$ cat src/rtl/wrw_defs.vh
// constants shared by the windowed reset watchdog files
`ifndef WRW_DEFS_VH
`define WRW_DEFS_VH

// ==========================================================
// register map (byte addresses on the apb bus)
`define WRW_ADDR_W 12
`define WRW_CTRL_OFFSET 12'h024
`define WRW_STAT_OFFSET 12'h028

// ==========================================================
// watchdog_control fields and reset value
`define WRW_CTRL_RESET 8'h7F
`define WRW_ACT_BIT 7
`define WRW_TOP_BIT 6
`define WRW_COUNT_RESET 7'h7F
`define WRW_TRIP_COUNT 7'h40

// ==========================================================
// status register fields
`define WRW_ST_ACTIVE 0
`define WRW_ST_FROZEN 1
`define WRW_ST_RESUMING 2
`define WRW_ST_PULSING 3
`define WRW_ST_HW_OPT 4
`define WRW_ST_HALT_OPT 5
`define WRW_ST_PIN_LEVEL 6

// ==========================================================
// reset cause codes
`define WRW_CAUSE_NONE 2'h0
`define WRW_CAUSE_TIMEOUT 2'h1
`define WRW_CAUSE_FORCED 2'h2
`define WRW_CAUSE_HALT 2'h3

// ==========================================================
// timing
`define WRW_STEP_CYCLES 12288
`define WRW_WAKE_CYCLES 4096
`define WRW_CLK_PERIOD_NS 50
`define WRW_RST_PULSE_NS 500
`define WRW_RST_PULSE_CYCLES ((`WRW_RST_PULSE_NS + `WRW_CLK_PERIOD_NS - 1) / `WRW_CLK_PERIOD_NS)

`endif

$ cat src/rtl/wrw_prescaler.v
// divider with run enable and restart, gives a one-cycle tick every DIV cycles while run is high
`timescale 1ns/1ns

module wrw_prescaler #(
    parameter DIV = 12288
) (
    input wire clk,
    input wire rst,
    input wire restart,
    input wire run,
    output wire tick
);
    localparam CW = (DIV < 2) ? 1 : $clog2(DIV);
    localparam integer LAST_I = DIV - 1;
    localparam [CW-1:0] LAST = LAST_I[CW-1:0];

    reg [CW-1:0] cnt_q;
    reg [CW-1:0] cnt_d;
    wire at_last;

    assign at_last = (cnt_q == LAST);
    assign tick = run & at_last & ~restart;

    // ==========================================================
    // counter
    always @* begin
        cnt_d = cnt_q;
        if (restart) begin
            cnt_d = {CW{1'b0}};
        end else if (run) begin
            if (at_last) begin
                cnt_d = {CW{1'b0}};
            end else begin
                cnt_d = cnt_q + {{(CW-1){1'b0}}, 1'b1};
            end
        end
    end

    // a stopped divider keeps its phase, so a freeze does not lose partial steps
    always @(posedge clk or posedge rst) begin
        if (rst) begin
            cnt_q <= {CW{1'b0}};
        end else begin
            cnt_q <= cnt_d;
        end
    end
endmodule // wrw_prescaler

$ cat src/rtl/wrw_watchdog.v
// windowed reset watchdog: apb register slave, step divider, trip and reset pulse
`timescale 1ns/1ns
`include "wrw_defs.vh"

// What this block does
// - count drops by one every 12288 cpu cycles, 64 usable steps
// - active and count going 40h to 3Fh starts reset, pin low about 500ns
// - refresh writes set activation and top bit; low six bits set steps
// - activation bit set only by software, cleared only by system reset
// - after reset watchdog is off unless hardware option is set; once on it stays on until reset
// - write setting activation with top bit clear forces immediate reset
// - hardware option makes watchdog always active, activation bit ignored
// - wait state has no effect on counting or resetting
// - halt with reset-on-halt option while active resets at once
// - halt without that option freezes count and blocks reset until wake
// - external wake resumes counting after 4096 clocks; reset wake leaves it off unless hardware option is set
// - at 8 MHz, FFh gives 98.304 ms and C0h gives 1.536 ms
// - control register resets to 7Fh
module wrw_watchdog #(
    parameter STEP_CYCLES = `WRW_STEP_CYCLES,
    parameter WAKE_CYCLES = `WRW_WAKE_CYCLES
) (
    input wire clk,
    input wire rst,
    input wire psel,
    input wire penable,
    input wire pwrite,
    input wire [`WRW_ADDR_W-1:0] paddr,
    input wire [31:0] pwdata,
    output reg [31:0] prdata,
    output reg pready,
    output reg pslverr,
    input wire hw_wdg_opt,
    input wire halt_rst_opt,
    input wire halt_exec,
    input wire ext_wake,
    input wire rst_pin_in,
    output reg rst_pin_out,
    output reg rst_pin_oe,
    output reg chip_reset_req,
    output reg [1:0] reset_cause
);
    localparam PULSE_CYCLES = `WRW_RST_PULSE_CYCLES;
    localparam PW = (PULSE_CYCLES < 2) ? 1 : $clog2(PULSE_CYCLES);
    localparam integer PULSE_LAST_I = PULSE_CYCLES - 1;
    localparam [PW-1:0] PULSE_LAST = PULSE_LAST_I[PW-1:0];

    // pulse states, one-hot
    localparam [1:0] PS_IDLE = 2'h1;
    localparam [1:0] PS_PULL = 2'h2;

    // ==========================================================
    // state
    reg act_q;
    reg [6:0] count_q;
    reg [6:0] count_d;
    reg frozen_q;
    reg resume_q;
    reg straps_taken_q;
    reg hw_opt_q;
    reg halt_opt_q;
    reg [1:0] pstate_q;
    reg [PW-1:0] pulse_cnt_q;

    wire active_eff;
    wire sel_ctrl;
    wire sel_stat;
    wire mapped;
    wire access_done;
    wire wr_ctrl;
    wire [7:0] wbyte;
    wire new_active;
    wire step_run;
    wire step_tick;
    wire wake_tick;
    wire pulsing;
    wire pulse_done;
    wire trip_timeout;
    wire trip_forced;
    wire trip_halt;
    wire trip;
    reg [1:0] trip_cause;
    wire [7:0] ctrl_view;
    wire [7:0] stat_view;

    // ==========================================================
    // option straps
    // caught on the first edge after release; an async load would sample a port
    always @(posedge clk or posedge rst) begin
        if (rst) begin
            straps_taken_q <= 1'b0;
            hw_opt_q <= 1'b0;
            halt_opt_q <= 1'b0;
        end else if (!straps_taken_q) begin
            straps_taken_q <= 1'b1;
            hw_opt_q <= hw_wdg_opt;
            halt_opt_q <= halt_rst_opt;
        end
    end

    assign active_eff = act_q | hw_opt_q;

    // ==========================================================
    // apb decode
    assign sel_ctrl = (paddr == `WRW_CTRL_OFFSET);
    assign sel_stat = (paddr == `WRW_STAT_OFFSET);
    assign mapped = sel_ctrl | sel_stat;

    // one wait state: pready rises in the second access cycle
    assign access_done = psel & penable & pready;
    assign wr_ctrl = access_done & pwrite & sel_ctrl;
    assign wbyte = pwdata[7:0];

    always @(posedge clk or posedge rst) begin
        if (rst) begin
            pready <= 1'b0;
            pslverr <= 1'b0;
            prdata <= 32'h00000000;
        end else begin
            pready <= psel & penable & ~pready;
            if (psel & penable & ~pready) begin
                pslverr <= ~mapped;
                if (pwrite | ~mapped) begin
                    prdata <= 32'h00000000;
                end else if (sel_ctrl) begin
                    prdata <= {24'h000000, ctrl_view};
                end else begin
                    prdata <= {24'h000000, stat_view};
                end
            end else begin
                pslverr <= 1'b0;
            end
        end
    end

    // bit 7 shows the activation actually in force
    assign ctrl_view = {active_eff, count_q};

    assign stat_view[`WRW_ST_ACTIVE] = active_eff;
    assign stat_view[`WRW_ST_FROZEN] = frozen_q;
    assign stat_view[`WRW_ST_RESUMING] = resume_q;
    assign stat_view[`WRW_ST_PULSING] = pulsing;
    assign stat_view[`WRW_ST_HW_OPT] = hw_opt_q;
    assign stat_view[`WRW_ST_HALT_OPT] = halt_opt_q;
    assign stat_view[`WRW_ST_PIN_LEVEL] = rst_pin_in;
    assign stat_view[7] = 1'b0;

    // ==========================================================
    // activation bit
    // a written zero is simply not a set; only rst clears it
    always @(posedge clk or posedge rst) begin
        if (rst) begin
            act_q <= 1'b0;
        end else if (wr_ctrl & wbyte[`WRW_ACT_BIT]) begin
            act_q <= 1'b1;
        end
    end

    assign new_active = active_eff | wbyte[`WRW_ACT_BIT];

    // ==========================================================
    // step divider and count
    // wait mode has no term here on purpose; the count runs straight through it
    assign step_run = ~frozen_q & ~resume_q & ~pulsing;

    wrw_prescaler #(
        .DIV(STEP_CYCLES)
    ) u_step (
        .clk(clk),
        .rst(rst),
        .restart(wr_ctrl),
        .run(step_run),
        .tick(step_tick)
    );

    always @* begin
        count_d = count_q;
        if (wr_ctrl) begin
            count_d = wbyte[6:0];
        end else if (step_tick) begin
            count_d = count_q - 7'h01;
        end
    end

    always @(posedge clk or posedge rst) begin
        if (rst) begin
            count_q <= `WRW_COUNT_RESET;
        end else begin
            count_q <= count_d;
        end
    end

    // ==========================================================
    // halt freeze and wake delay
    // halt wins over a wake in the same cycle so the freeze is never missed
    always @(posedge clk or posedge rst) begin
        if (rst) begin
            frozen_q <= 1'b0;
            resume_q <= 1'b0;
        end else begin
            if (halt_exec & ~halt_opt_q) begin
                frozen_q <= 1'b1;
            end else if (frozen_q & ext_wake) begin
                frozen_q <= 1'b0;
                resume_q <= 1'b1;
            end
            if (resume_q & wake_tick) begin
                resume_q <= 1'b0;
            end
        end
    end

    wrw_prescaler #(
        .DIV(WAKE_CYCLES)
    ) u_wake (
        .clk(clk),
        .rst(rst),
        .restart(~resume_q),
        .run(resume_q),
        .tick(wake_tick)
    );

    // ==========================================================
    // trip sources
    // from 7Fh the 40h-to-3Fh roll comes after 64 steps, from 40h after one
    assign trip_timeout = step_tick & active_eff & ~wr_ctrl &
                          (count_q == `WRW_TRIP_COUNT);
    assign trip_forced = wr_ctrl & new_active & ~wbyte[`WRW_TOP_BIT];
    assign trip_halt = halt_exec & halt_opt_q & active_eff;
    // a trip inside a running pulse is dropped; the chip is being reset anyway
    assign trip = (trip_timeout | trip_forced | trip_halt) & ~pulsing;

    // halt outranks a write in the same cycle; only the reported cause differs
    always @* begin
        if (trip_halt) begin
            trip_cause = `WRW_CAUSE_HALT;
        end else if (trip_forced) begin
            trip_cause = `WRW_CAUSE_FORCED;
        end else begin
            trip_cause = `WRW_CAUSE_TIMEOUT;
        end
    end

    // ==========================================================
    // reset pulse on the open-drain pin
    assign pulsing = (pstate_q == PS_PULL);
    // last cycle of the pulse, shared by the state and pin logic
    assign pulse_done = (pulse_cnt_q == {PW{1'b0}});

    always @(posedge clk or posedge rst) begin
        if (rst) begin
            pstate_q <= PS_IDLE;
            pulse_cnt_q <= {PW{1'b0}};
        end else begin
            case (pstate_q)
                PS_IDLE: begin
                    if (trip) begin
                        pstate_q <= PS_PULL;
                        pulse_cnt_q <= PULSE_LAST;
                    end
                end
                PS_PULL: begin
                    if (pulse_done) begin
                        pstate_q <= PS_IDLE;
                    end else begin
                        pulse_cnt_q <= pulse_cnt_q - {{(PW-1){1'b0}}, 1'b1};
                    end
                end
                default: begin
                    pstate_q <= PS_IDLE;
                    pulse_cnt_q <= {PW{1'b0}};
                end
            endcase
        end
    end

    // pin only ever pulls low; the board pull-up gives the high level
    always @(posedge clk or posedge rst) begin
        if (rst) begin
            rst_pin_out <= 1'b0;
            rst_pin_oe <= 1'b0;
            chip_reset_req <= 1'b0;
            reset_cause <= `WRW_CAUSE_NONE;
        end else begin
            rst_pin_out <= 1'b0;
            if (pstate_q == PS_IDLE) begin
                rst_pin_oe <= trip;
                chip_reset_req <= trip;
                if (trip) begin
                    reset_cause <= trip_cause;
                end
            end else if (pulse_done) begin
                rst_pin_oe <= 1'b0;
                chip_reset_req <= 1'b0;
            end
        end
    end
endmodule // wrw_watchdog

$ cat config.mk
export PLATFORM = sky130hd
export DESIGN_NAME = wrw_watchdog
export DESIGN_NICKNAME = d
export VERILOG_FILES = /design/src/rtl/wrw_prescaler.v /design/src/rtl/wrw_watchdog.v
export VERILOG_INCLUDE_DIRS = /design/src /design/src/rtl
export SDC_FILE = /design/constraint.sdc
export NUM_CORES = 1
export LEC_CHECK = 0
export ABC_AREA = 0
export BUFFER_PORTS_ARGS = -buffer_cell sky130_fd_sc_hd__buf_2
export CORE_MARGIN = 5
export CORE_UTILIZATION = 56
export CTS_BUF_LIST = sky130_fd_sc_hd__clkbuf_2 sky130_fd_sc_hd__clkbuf_4 sky130_fd_sc_hd__clkbuf_8
export CTS_CLUSTER_SIZE = 24
export DETAILED_ROUTE_END_ITERATION = 12
export GPL_TIMING_DRIVEN = 0
export HOLD_SLACK_MARGIN = 0.06
export PLACE_DENSITY = 0.85
export SYNTH_ARGS = -nofsm -noshare
export SYNTH_HDL_FRONTEND = slang
export SYNTH_SLANG_ARGS = --single-unit
export TNS_END_PERCENT = 50
$ cat constraint.sdc
create_clock -name clk -period 3.85 [get_ports clk]
set_input_delay 0.1925 -clock clk [delete_from_list [all_inputs] [get_ports clk]]
set_output_delay 0.1925 -clock clk [all_outputs]
set_load 0.01 [all_outputs]
==> reports/metrics.csv <==
stage,metric,value,unit
placement,HPWL after DPL,5.180,mm
layout,# nets final,491,
synthesis,sequential element share of the synthesized area,0.4489,
timing,"Hold Vio Cnt, Final",0,
drt,DRC Markers,0,
global_route,largest net degree at the start of global routing,38,
drt,1st-iter DRT viols,150,
timing,Final period util,0.6760,
drt,Final ANT Viol Nets,0,
power,Clock Power Share,0.363,
global_route,met3 usage,0.04753,
power,Comb pwr share,0.209,
critical_path,WP data required,4110,ps
synthesis,post-synth top area share,0.3843,
layout,# diodes,0,
critical_path,Reg-to-Reg End,pulse_cnt_q[0],
synthesis,ys async rst share,1.000,
timing,setup violators final,0,
placement,GP Congestion,0.8773,
power,sw frac,0.2898,
cts,Root Buffer,clkbuf_8,
critical_path,FF-to-FF Start,pstate_q[0],
critical_path,Worst Path Arrival,2860,ps
critical_path,crit path from,pstate_q[0],
global_route,GR Util met2,0.3483,
die,die area,7438,um^2
synthesis,Gate Count Post-Synth,346,
global_route,Tot GR Track Use,0.2092,
synthesis,Seq cells post-synth,58,
hold_path,hold depth,3,
critical_path,critical path class,reg -> reg,
timing,worst clock skew,6.865,ps
cts,Max clock buf depth,2,
drt,WL per Instance,13.98,um
synthesis,largest cells by area after synthesis,"dfrtp_1 38%, dfstp_2 6.5%, buf_4 6.0%, xor2_1 5.1%, nor2_1 4.2%",
drt,Via-to-Cell Ratio,5.323,
cts,worst skew pair latency,340,ps
critical_path,critical path peak fanout,8,
power,Reg power frac,0.428,
layout,Register Area,1461,um^2
die,initial core utilization,0.5841,
timing,Max transition margin,0.5302,
power,worst vdd ir,402.0,uV
timing,Slew @ Worst Pin,700.0,ps
critical_path,Critical Path Sink Type,flop,
drt,via count,2699,
critical_path,Worst Setup Start Kind,flop,
cts,CTS tree,yes,
critical_path,FF-to-FF path depth,7,
critical_path,"setup slack, reg-to-reg",1250,ps
die,IO Pins,93,
die,Core ar.,5574,um^2
power,internal power,0.001101,W
global_route,grt total ovfl,0,
power,pwr dens,395.2,nW/um^2
synthesis,"EDFF count, synth",0,
job,Max-Cap Viols,0,
timing,TNS Setup,0,ps
die,Die Wd,86.25,um
cts,Clock Pin Slew Worst Setup and Hold Paths,70,ps
power,Net Switching,0.0004495,W
hold_path,Hold Path Class,in -> reg,
cts,H-tree lvl count,3,
global_route,initial antenna violation count,0,
timing,RSZ-0062 raised after global routing,false,
drt,drt first pass iters,5,
layout,Area Overhead vs Synth,20.56,%
drt,final wirelength,7.089,mm
global_route,vias in the first global route,2702,
timing,post-layout min period,2602,ps
placement,PortBufs,43,
critical_path,Worst setup endpoint,pulse_cnt_q[0],
layout,# fillers,407,
synthesis,Mapped Avg Cell Area,9.409,um^2
cts,CTS Buf Count,9,
cts,Sink Count,58,
synthesis,leading area contributor after synthesis,dfrtp_1,
synthesis,cell area after synthesis,3256,um^2
global_route,busiest grt layer,met2,
layout,layout cell share with drive strength beyond 1,0.2529,
power,Leak,1.889,nW
timing,hold slack,69.32,ps
timing,fin. max-slew vios,0,
synthesis,ys flop type,dfrtp_1,
synthesis,synth unique cells,52,
die,FP Rows,27,
global_route,global-route wire length before repair,12.21,mm
timing,FMAX,384.2,MHz
die,Die Span Y,86.25,um
layout,Multi-input gate area,1583,um^2
synthesis,yosys warns,0,
status,status,"complete, no violations",
global_route,GRT met1 Usage,0.2635,
[placed cells by master, fill, tap and decap left out, types with 6 or more instances in the layout]
master / count
nand3_1: 12
dfstp_2: 8
nor2_1: 36
conb_1: 26
mux2i_1: 7
dfrtp_1: 50
xor2_1: 19
nand4_1: 6
o21ai_0: 25
buf_2: 44
nand2_1: 33
clkbuf_8: 10
clkbuf_1: 7
xnor2_1: 7
ha_1: 7
a21oi_1: 9
buf_4: 26
inv_1: 15
nor3_1: 10
[worst min path at each step]
stage                    from        endpoint  slack (ps)
floorplan            ext_wake        frozen_q         290
global placement    pwdata[4]      count_q[4]         400
detailed placement        rst  chip_reset_req         230
CTS                 pwdata[0]      count_q[0]          60
global route        pwdata[3]      count_q[3]          70
finish              pwdata[3]      count_q[3]          70
[critical path, stage by stage (launching register included)]
cell      delay, ps
dfstp_2         550
inv_1            50
ha_1            220
or4b_4          500
nor4_4          480
nand4b_4        190
a2111o_1        460
o211ai_2         70
[power by group through the flow]
stage	Sequential [W]	Combinational, W	Clock [W]
5_1_grt	0.000668	0.000364	0.000604
6_report	0.000664	0.000324	0.000563
3_3_place_gp	0.000672	0.000299	0
2_1_floorplan	0.000671	0.000237	0
4_1_cts	0.000663	0.000318	0.000571
3_5_place_dp	0.000674	0.000312	0
[stage by stage]
step | total power [W] | setup WS [ps] | utilization | std cells | cell area [um^2]
floorplan | 0.0009081 | 1507 | - | 370 | 3346
finish | 0.001551 | 1248 | 0.7042 | 507 | 3925
global placement | 0.0009708 | 1326 | 0.6550 | 485 | 3651
detailed placement | 0.0009858 | 1299 | 0.6586 | 486 | 3671
CTS | 0.001552 | 1252 | 0.7024 | 506 | 3915
global route | 0.001636 | 1128 | 0.7042 | 507 | 3925
[sequential cells by signal, summed over array words and instances (netlist names), 2 cells and up]
register / flops
count_q: 7
prdata: 8
pstate_q: 2
pulse_cnt_q: 4
reset_cause: 2
u_step.cnt_q: 14
u_wake.cnt_q: 12
[final cells by class]
| cell class | instances | area share |
|---|---|---|
| multi-input cells | 260 | 0.4033 |
| flip-flops and latches | 58 | 0.3723 |
| repair buffers | 49 | 0.07268 |
| plain buffers | 36 | 0.06152 |
| clock buffers | 10 | 0.03507 |
| well taps | 72 | 0.02295 |
| clock inverters | 6 | 0.01690 |
| inverters | 16 | 0.01530 |
[logic make-up after synthesis]
family,synth area share
multiplexers,0.03882
XOR/XNOR,0.06995
buffers and inverters,0.09262
other,0.002307
AND/OR/NAND/NOR,0.2229
AO/OA/AOI/OAI,0.09762
flip-flops,0.4489
adder cells (fa/ha/maj),0.02690
[synth_stat cells, types with 6 or more instances]
cell      instances
dfrtp_1          50
nor2_1           36
nand2_1          33
buf_4            26
o21ai_0          25
xor2_1           19
inv_1            16
nand3_1          12
nor3_1           10
a21oi_1           9
dfstp_2           8
clkbuf_1          7
ha_1              7
mux2i_1           7
xnor2_1           7
nand4_1           6
[per-layer routing]
metal	wire, um	share of wire	vias up
met5	0	0	-
met4	127	0.018	0
met3	491	0.069	13
met2	3426	0.48	84
met1	3044	0.43	1300
li1	-	-	1302
[timing repair]
action / CTS / global route
hold buffers: 4 / 1
buffers inserted: 0 / 0
endpoints found under the hold margin: 18 / 1
resized for setup: 0 / 0
Note: power is estimated with default switching activity, not from simulation.
